**src/core/wdw_defs.vh**
```
// constants for the watchdog and wakeup timer block
`ifndef WDW_DEFS_VH
`define WDW_DEFS_VH
`define WDW_ADDR_DATA_HIGH  8'hab
`define WDW_ADDR_DATA_LOW   8'hac
`define WDW_ADDR_CONTROL    8'had
`define WDW_ADDR_TICK_DIV   8'hb5
`define WDW_RST_TICK_DIV    8'h03
`define WDW_RST_DATA        8'h00
`define WDW_CTL_ADDR_LSB    0
`define WDW_CTL_ADDR_MSB    2
`define WDW_CTL_WRITE_BIT   3
`define WDW_CTL_BUSY_BIT    4
`define WDW_IA_WATCHDOG     3'h0
`define WDW_IA_WAKE_HIGH    3'h1
`define WDW_IA_WAKE_LOW     3'h2
`define WDW_IA_WAKE_COUNT   3'h3
`define WDW_IA_STATUS_CFG0  3'h4
`define WDW_IA_STATUS_CFG1  3'h5
`define WDW_DEB_CNT_01      7'h02
`define WDW_DEB_CNT_10      7'h08
`define WDW_DEB_CNT_11      7'h40
`define WDW_EDGE_DELAY      2
`define WDW_STATUS_TIMER    8
`endif

```
**src/core/wdw_timer.v**
```verilog
// watchdog, tick divider, wakeup timer and port 0 pin wakeup logic
`timescale 1ns/10ps
`include "wdw_defs.vh"
module wdw_timer (
   input  wire        i_clk,
   input  wire        i_reset_n,
   input  wire        i_clk_en,
   input  wire        i_sfr_wr,
   input  wire        i_sfr_rd,
   input  wire [7:0]  i_sfr_addr,
   input  wire [7:0]  i_sfr_wdata,
   output reg  [7:0]  o_sfr_rdata,
   input  wire        i_wakeup_irq_en,
   input  wire [5:0]  i_port0_pins,
   output reg         o_wakeup_irq,
   output reg         o_wake_exit,
   output reg         o_wake_reload_pin,
   output reg         o_watchdog_active,
   output reg         o_system_reset
);

   // indirect map behind the control register, bits 2:0 of a control write
   //   0: watchdog count, read and load
   //   1: read gives counter and latch upper bytes; write loads latch upper
   //      byte from the low data byte and the reload-pin nibble from the high
   //   2: lower latch half; a write also reloads and enables the timer
   //   3: read gives the live counter; a write disables the timer
   //   4: read gives and clears wake status; write sets pins 0 to 3 config
   //   5: same status read; write sets pins 4 and 5 config
   //   6, 7: reserved, reads give zero and writes do nothing
   // bit 3 picks write (1) or read (0); bit 4 reads as the busy flag
   //
   // timing of a command, one slow cycle each:
   //   edge with the control write: command takes effect, busy set
   //   next edge: busy drops, results already in the data pair
   // firmware that polls busy therefore never sees more than one busy read
   //
   // limitation: the upper latch byte is not guarded in hardware; writing it
   // while the timer runs shifts the next reload, so software must stop first
   //
   // limitation: the system reset output is a request only; the chip-level
   // reset must come back in on i_reset_n to clear this block

   // debounce length for a code, used by every pin
   function [6:0] deb_len;
      input [1:0] code;
      begin
         case (code)
            2'b01:   deb_len = `WDW_DEB_CNT_01;
            2'b10:   deb_len = `WDW_DEB_CNT_10;
            2'b11:   deb_len = `WDW_DEB_CNT_11;
            default: deb_len = 7'h00;
         endcase
      end
   endfunction

   // register state
   reg  [7:0]  tick_divider_q;
   reg  [7:0]  data_high_q;
   reg  [7:0]  data_low_q;
   reg  [3:0]  control_q;
   reg         busy_q;
   reg  [7:0]  tick_cnt_q;
   reg  [15:0] wd_count_q;
   reg  [23:0] wake_latch_q;
   reg  [23:0] wake_count_q;
   reg         wake_en_q;
   reg         timer_flag_q;
   reg  [5:0]  pin_flag_q;
   reg  [15:0] cfg0_q;
   reg  [7:0]  cfg1_q;
   reg  [3:0]  gp_latch_q;
   wire        tick;
   wire [15:0] wdata;
   wire [23:0] cfg_all;
   wire [5:0]  pin_event;
   wire        wake_expire;

   // config layout per pin in cfg_all: [4g+1:4g] debounce, [4g+3:4g+2] edge;
   // pins 0 to 3 come from the first config word, pins 4 and 5 from the
   // low byte of the second, matching the write layout of the indirect map
   // gp_latch_q holds the reload-pin nibble; this block drives one reload
   // pin only, so the nibble is stored but not decoded here

   // the whole block already runs on the slow clock, so a command completes
   // in one cycle; busy covers that cycle so polling firmware stays portable
   // the tick compare is "at or above" rather than "equal": lowering the
   // divider while the count sits above it would otherwise let the count
   // wrap through 255 and stretch one tick to over two hundred cycles
   assign tick  = (tick_cnt_q >= tick_divider_q);
   assign wdata = {data_high_q, data_low_q};
   assign cfg_all = {cfg1_q, cfg0_q};
   assign wake_expire = tick && wake_en_q && (wake_count_q == 24'h000000);

   // reads are combinational: data is valid in the cycle the address is
   // presented, and reading has no side effect; clearing status happens
   // only through the indirect read command, never through a plain read
   // read mux of direct registers; indirect results land in the data pair
   always @* begin
      case (i_sfr_addr)
         `WDW_ADDR_DATA_HIGH: o_sfr_rdata = data_high_q;
         `WDW_ADDR_DATA_LOW:  o_sfr_rdata = data_low_q;
         `WDW_ADDR_CONTROL:   o_sfr_rdata = {3'b000, busy_q, control_q};
         `WDW_ADDR_TICK_DIV:  o_sfr_rdata = tick_divider_q;
         default:             o_sfr_rdata = 8'h00;
      endcase
   end

   // the divider resets to three so the tick runs at four cycles before
   // firmware touches anything
   // tick divider, clocked by the always-running slow clock
   always @(posedge i_clk) begin
      if (!i_reset_n) begin
         tick_cnt_q     <= 8'h00;
         tick_divider_q <= `WDW_RST_TICK_DIV;
      end else if (i_clk_en) begin
         tick_cnt_q <= tick ? 8'h00 : tick_cnt_q + 8'h01;
         if (i_sfr_wr && i_sfr_addr == `WDW_ADDR_TICK_DIV)
            tick_divider_q <= i_sfr_wdata;
      end
   end

   // pin filters and edge detectors, one instance of logic per pin
   genvar g;
   generate
      for (g = 0; g < 6; g = g + 1) begin : pin
         reg  [6:0] stab_q;
         reg        filt_q;
         reg        filt_old_q;
         reg  [1:0] dly_q;
         wire [1:0] deb_code  = cfg_all[4*g+1:4*g];
         wire [1:0] edge_code = cfg_all[4*g+3:4*g+2];
         wire       rise = filt_q & ~filt_old_q;
         wire       fall = ~filt_q & filt_old_q;
         // filter: stab_q counts cycles the pin has disagreed with filt_q;
         // any agreement restarts it, so a glitch shorter than the chosen
         // length never reaches the edge detector
         // code 00 still costs one cycle, the price of a registered filter
         // edge detect compares the filter with its one-cycle-old copy
         // filter and old copy both reset low, so a pin held low is quiet
         // level passes only after staying stable for the chosen count
         always @(posedge i_clk) begin
            if (!i_reset_n) begin
               stab_q     <= 7'h00;
               filt_q     <= 1'b0;
               filt_old_q <= 1'b0;
               dly_q      <= 2'b00;
            end else if (i_clk_en) begin
               if (i_port0_pins[g] == filt_q)
                  stab_q <= 7'h00;
               else if (stab_q >= deb_len(deb_code)) begin
                  filt_q <= i_port0_pins[g];
                  stab_q <= 7'h00;
               end else
                  stab_q <= stab_q + 7'h01;
               filt_old_q <= filt_q;
               // two-stage delay from filtered edge to indication
               dly_q <= {dly_q[0], (rise & edge_code[0]) | (fall & edge_code[1])};
            end
         end
         assign pin_event[g] = dly_q[1];
      end
   endgenerate

   // one process owns every register that a command can touch, so a
   // command and a timer or watchdog event in the same cycle resolve by
   // statement order here rather than across processes:
   //   - timer reload before a latch write, so the write wins
   //   - status clear loads the flags from that cycle's events, so the event survives
   //   - watchdog decrement before a load, so the load wins
   // indirect command engine, wakeup timer and watchdog
   always @(posedge i_clk) begin
      if (!i_reset_n) begin
         data_high_q       <= `WDW_RST_DATA;
         data_low_q        <= `WDW_RST_DATA;
         control_q         <= 4'h0;
         busy_q            <= 1'b0;
         wd_count_q        <= 16'h0000;
         o_watchdog_active <= 1'b0;
         o_system_reset    <= 1'b0;
         wake_latch_q      <= 24'h000000;
         wake_count_q      <= 24'h000000;
         wake_en_q         <= 1'b0;
         timer_flag_q      <= 1'b0;
         pin_flag_q        <= 6'h00;
         cfg0_q            <= 16'h0000;
         cfg1_q            <= 8'h00;
         gp_latch_q        <= 4'h0;
         o_wakeup_irq      <= 1'b0;
         o_wake_exit       <= 1'b0;
         o_wake_reload_pin <= 1'b0;
      end else if (i_clk_en) begin
         busy_q            <= 1'b0;
         o_wake_exit       <= 1'b0;
         o_wake_reload_pin <= 1'b0;
         o_system_reset    <= 1'b0;
         o_wakeup_irq      <= 1'b0;
         if (i_sfr_wr && i_sfr_addr == `WDW_ADDR_DATA_HIGH)
            data_high_q <= i_sfr_wdata;
         if (i_sfr_wr && i_sfr_addr == `WDW_ADDR_DATA_LOW)
            data_low_q <= i_sfr_wdata;
         // wakeup timer counts ticks and reloads itself at zero
         if (tick && wake_en_q) begin
            if (wake_count_q == 24'h000000)
               wake_count_q <= wake_latch_q;
            else
               wake_count_q <= wake_count_q - 24'h000001;
         end
         // the watchdog keeps pulsing reset on every tick while at zero, so a
         // chip reset that is slow to act still sees a request; the block
         // itself does not clear the count, only the system reset does
         // watchdog counts ticks once armed
         if (o_watchdog_active && tick) begin
            if (wd_count_q == 16'h0000)
               o_system_reset <= 1'b1;
            else
               wd_count_q <= wd_count_q - 16'h0001;
         end
         // status read hands the flags over and clears them in one step; an
         // event in that same cycle is kept for the next read rather than lost
         // pending events; a new event wins over the read clear below
         if (wake_expire) begin
            timer_flag_q      <= 1'b1;
            o_wakeup_irq      <= i_wakeup_irq_en;
            o_wake_exit       <= 1'b1;
            o_wake_reload_pin <= 1'b1;
         end
         if (|pin_event)
            o_wake_exit <= 1'b1;
         // control write runs the addressed command
         if (i_sfr_wr && i_sfr_addr == `WDW_ADDR_CONTROL) begin
            control_q <= i_sfr_wdata[3:0];
            busy_q    <= 1'b1;
            o_watchdog_active <= 1'b1;
            if (i_sfr_wdata[`WDW_CTL_WRITE_BIT]) begin
               case (i_sfr_wdata[2:0])
                  `WDW_IA_WATCHDOG:   wd_count_q <= wdata;
                  // firmware keeps this to times the timer is off
                  `WDW_IA_WAKE_HIGH: begin
                     wake_latch_q[23:16] <= data_low_q;
                     gp_latch_q          <= data_high_q[3:0];
                  end
                  `WDW_IA_WAKE_LOW: begin
                     wake_latch_q[15:0] <= wdata;
                     wake_count_q <= {wake_latch_q[23:16], wdata};
                     wake_en_q    <= 1'b1;
                  end
                  `WDW_IA_WAKE_COUNT: wake_en_q <= 1'b0;
                  `WDW_IA_STATUS_CFG0: cfg0_q <= wdata;
                  `WDW_IA_STATUS_CFG1: cfg1_q <= wdata[7:0];
                  default: ;
               endcase
            end else begin
               case (i_sfr_wdata[2:0])
                  `WDW_IA_WATCHDOG: {data_high_q, data_low_q} <= wd_count_q;
                  `WDW_IA_WAKE_HIGH: begin
                     data_high_q <= wake_count_q[23:16];
                     data_low_q  <= wake_latch_q[23:16];
                  end
                  `WDW_IA_WAKE_LOW:   {data_high_q, data_low_q} <= wake_latch_q[15:0];
                  `WDW_IA_WAKE_COUNT: {data_high_q, data_low_q} <= wake_count_q[15:0];
                  `WDW_IA_STATUS_CFG0, `WDW_IA_STATUS_CFG1: begin
                     data_high_q <= {7'h00, timer_flag_q};
                     data_low_q  <= {2'b00, pin_flag_q};
                     timer_flag_q <= wake_expire;
                     pin_flag_q   <= pin_event;
                  end
                  default: {data_high_q, data_low_q} <= 16'h0000;
               endcase
            end
         end
         if (|pin_event && !(i_sfr_wr && i_sfr_addr == `WDW_ADDR_CONTROL &&
             !i_sfr_wdata[3] && i_sfr_wdata[2:1] == 2'b10))
            pin_flag_q <= pin_flag_q | pin_event;
      end
   end

endmodule

```
**config.mk**
```make
export PLATFORM = sky130hd
export DESIGN_NAME = wdw_timer
export DESIGN_NICKNAME = d
export VERILOG_FILES = /design/src/core/wdw_timer.v
export VERILOG_INCLUDE_DIRS = /design/src /design/src/core
export SDC_FILE = /design/constraint.sdc
export NUM_CORES = 1
export LEC_CHECK = 0
export ABC_AREA = 1
export BUFFER_PORTS_ARGS = -buffer_cell sky130_fd_sc_hd__buf_4
export CAP_MARGIN = 20
export CORE_ASPECT_RATIO = 0.75
export CORE_UTILIZATION = 30
export CTS_CLUSTER_SIZE = 14
export DETAILED_ROUTE_END_ITERATION = 7
export PLACE_DENSITY_LB_ADDON = 0.12
export SLEW_MARGIN = 10
export SYNTH_ARGS = -nofsm -noshare
export SYNTH_HDL_FRONTEND = slang
export SYNTH_SLANG_ARGS = --single-unit
```
**constraint.sdc**
```tcl
create_clock -name i_clk -period 3.8 [get_ports i_clk]
set_input_delay 0.76 -clock i_clk [delete_from_list [all_inputs] [get_ports i_clk]]
set_output_delay 0.76 -clock i_clk [all_outputs]
set_load 0.01 [all_outputs]
```
==> results.toml <==
[detailed_routing]
drc = 0
via_count = 11700
drt_wl_total_mm = 41.1
wl_per_cell_microns = 17.5
drtAntennaViolNets = 0
wl_met1_mm = 21.3
drt_first_pass_iters = 7
drt-initial-drc-count = 1023
met3_length_mm = 2.71
viasPerCell = 4.99
wl_met2_mm = 16.4
routed.top_layer = "met4"

[clocking]
cts_setup_buffers = 0
cts_tree = "built"
htreeDepth = 1
ctsResizeCount = 0
clkSlewWorstSetupHoldPaths_ns = 0.06
clk_latency_ns = 0.55
root_buffer = "clkbuf_16"
numCtsBuffers = 24
cts.path.max_buffers = 3
cts_sinks = 204
hold_buffers = 0

[setup_path]
cpPeakStageDelay_ns = 0.38
cp-end-kind = "output pin"
start_kind = "input port"
critPathTopFamily = "simple AND/OR/NAND/NOR gates"
cp_cell_sequence = "buf_4, nand2_1, nor3_1, nand2_1, o22ai_1, a21oi_1, o21ai_0, buf_4"
crit_fanout = 8
crit_slowest_cell = "nor3_1"
cp.arrival_ns = 2.26
cp_num_buf_inv = 2
timing_worst_setup_path_type = "in2out"
cp.required_ns = 3.04

[pwr]
p_leak_uw = 0.00571
peakVddDrop_mv = 0.338
pwr_density_cell_mw_per_mm2 = 356

[cells_and_area]
fillers = 4260
fin_util_pct = 34.3
drive_gt1_share_pct = 7.77
area_delta_synth_final_pct = 12.9
fin_area_sq_mm = 0.0135
layout.nets = 1874
diodes = 0

[timing]
min_period_ns = 3.02
rsz0062_at_grt = "false"
skew_ns = 0.0248
setup_tns_ns = 0
tightest_slew_ns = 0.684
report.final.slew_viol_count = 0
slew-limit-headroom_pct = 54.3
hold_violations = 0
setup-violations-final = 0
finalCritPeriodShare_pct = 79.5
fmax_ghz = 0.331

[floorplan]
io_pins = 41
die_w_microns = 233
chipHeight_microns = 175
core_area_sq_mm = 0.0395
initial_core_util_pct = 30.4
rows = 63
die_area_sq_mm = 0.0408

[synth]
synth_ff_type = "dfxtp_1"
seq_area_frac_synth_pct = 34.0
async_reset_ff_share_pct = 0
synth.avg_cell_area_sq_um = 6.65
yosysWarnings = 0
syn-instance-count = 1804
synth_nets = 1869
synth_top_area_share_pct = 34.0
synth_area_leaders = "dfxtp_1, nand2_1, a21oi_1, inv_1, nand3_1"
synth_enable_flop_cells = 0
synth.ff_latch_count = 204
synth_cell_types = 48
yosysTopAreaCell = "dfxtp_1"
synth_area_sq_mm = 0.0120

[global_routing]
grt_start_max_net_pins = 75
grt_pass1_wl_mm = 64.6
gr-total-overflow = 0
grt_use_total_pct = 20.4
grt_pass1_vias = 10700
antenna_found_initial = 0

[placed_design]
placedInstanceArea_sq_mm = 0.0128
gp_congestion = 0.882
port_buffers = 39
dp_hpwl_mm = 28.9

[flow_run]
drv_cap = 0

[run_status]
status = "finished clean"

[hold_path]
hold_class = "reg2reg"
## Yosys cell counts, types with 37 or more instances
library cell  count
nand2_1         397
inv_1           232
dfxtp_1         204
nor2_1          177
a21oi_1         175
nand3_1         135
o21ai_0         111
clkbuf_1         49
o22ai_1          40
xor2_1           38
ha_1             37
## worst min-delay path: cells and delay by family, from the launching register on
family / cells / cell delay (ns)
AO/OA/AOI/OAI: 1 / 0.05
flip-flops: 1 / 0.29
buffers and inverters: 1 / 0.05
## worst paths after layout
path                                   startpoint               to  slack [ns]  cells past startpoint
worst max register to register  tick_divider_q[3]  wake_count_q[9]        1.10                     15
worst min register to register       control_q[2]     control_q[2]        0.45                      2
worst min-delay path                 control_q[2]     control_q[2]        0.45                      2
worst max-delay path                i_sfr_addr[3]   o_sfr_rdata[0]        0.78                      8
## cell type report
class	instances	area, sq um	area share (%)
clock buffers	36	717	5.29
multi-input cells	1279	6660	49.2
inverters	239	902	6.66
clock inverters	8	51.3	0.379
repair buffers	61	483	3.57
flip-flops and latches	204	4080	30.1
well taps	520	651	4.80
## routing by layer
layer | up-vias | GRT usage, %
met5 | - | 0
met4 | 0 | 4.44
met3 | 46 | 4.03
met2 | 315 | 28.6
met1 | 5368 | 31.3
li1 | 5990 | -
## placed cells by master (no fill, tap or decap), types with 3 or more instances in the layout
master / n
clkinvlp_4: 3
ha_1: 37
dfxtp_1: 204
clkinv_2: 4
o311a_1: 6
nor3b_1: 3
inv_2: 5
nand4_1: 19
nor2_1: 177
nand3_1: 135
nand2_1: 397
nand3b_1: 3
nand3_2: 4
a211oi_1: 26
buf_4: 59
inv_1: 231
xor2_1: 38
a31oi_1: 4
o211ai_1: 26
a21oi_1: 175
clkbuf_16: 25
clkbuf_8: 5
o221ai_1: 3
xnor2_1: 8
o22ai_1: 40
nor2_2: 5
o21ai_0: 111
nor3_1: 24
nor2_4: 3
clkbuf_1: 6
a211oi_2: 16
## metrics by stage
step	instances	power, uW	hold WS, ns	worst slack (ns)
after floorplan	1804	2430	0.425	1.50
after global placement	2303	2580	0.438	0.892
after detailed placement	2303	2580	0.444	0.884
after CTS	2347	4890	0.453	0.864
after global routing	2347	5040	0.478	0.623
final	2347	4830	0.448	0.777
## power by group
group          leakage [uW]  internal, uW  total, uW  switching [uW]
logic               0.00368          89.1        329             240
registers           0.00165          2170       2200            32.8
clock network      0.000371          1300       2290             990
total               0.00571          3560       4830            1260
## flip-flops by register name, indices dropped and copies added (netlist names), 4 cells and up
signal and count:
tick_cnt_q 8, cfg0_q 16, pin.stab_q 42, data_high_q 8, pin_flag_q 6, pin.filt_q 6, tick_divider_q 8, wake_count_q 24
pin.dly_q 12, wake_latch_q 24, data_low_q 8, wd_count_q 16, cfg1_q 8, control_q 4, pin.filt_old_q 6
## logic make-up after synthesis
family                     count (synthesis)  share of synthesized area (%)
buffers and inverters                    321                           10.5
xor gates and xnor gates                  46                           3.36
adders and majority gates                 37                           3.86
DFF                                      204                           34.0
and+or+nand+nor                          780                           27.8
AOI/OAI and AO/OA                        416                           20.5
Power figures use the tool's default switching activity.
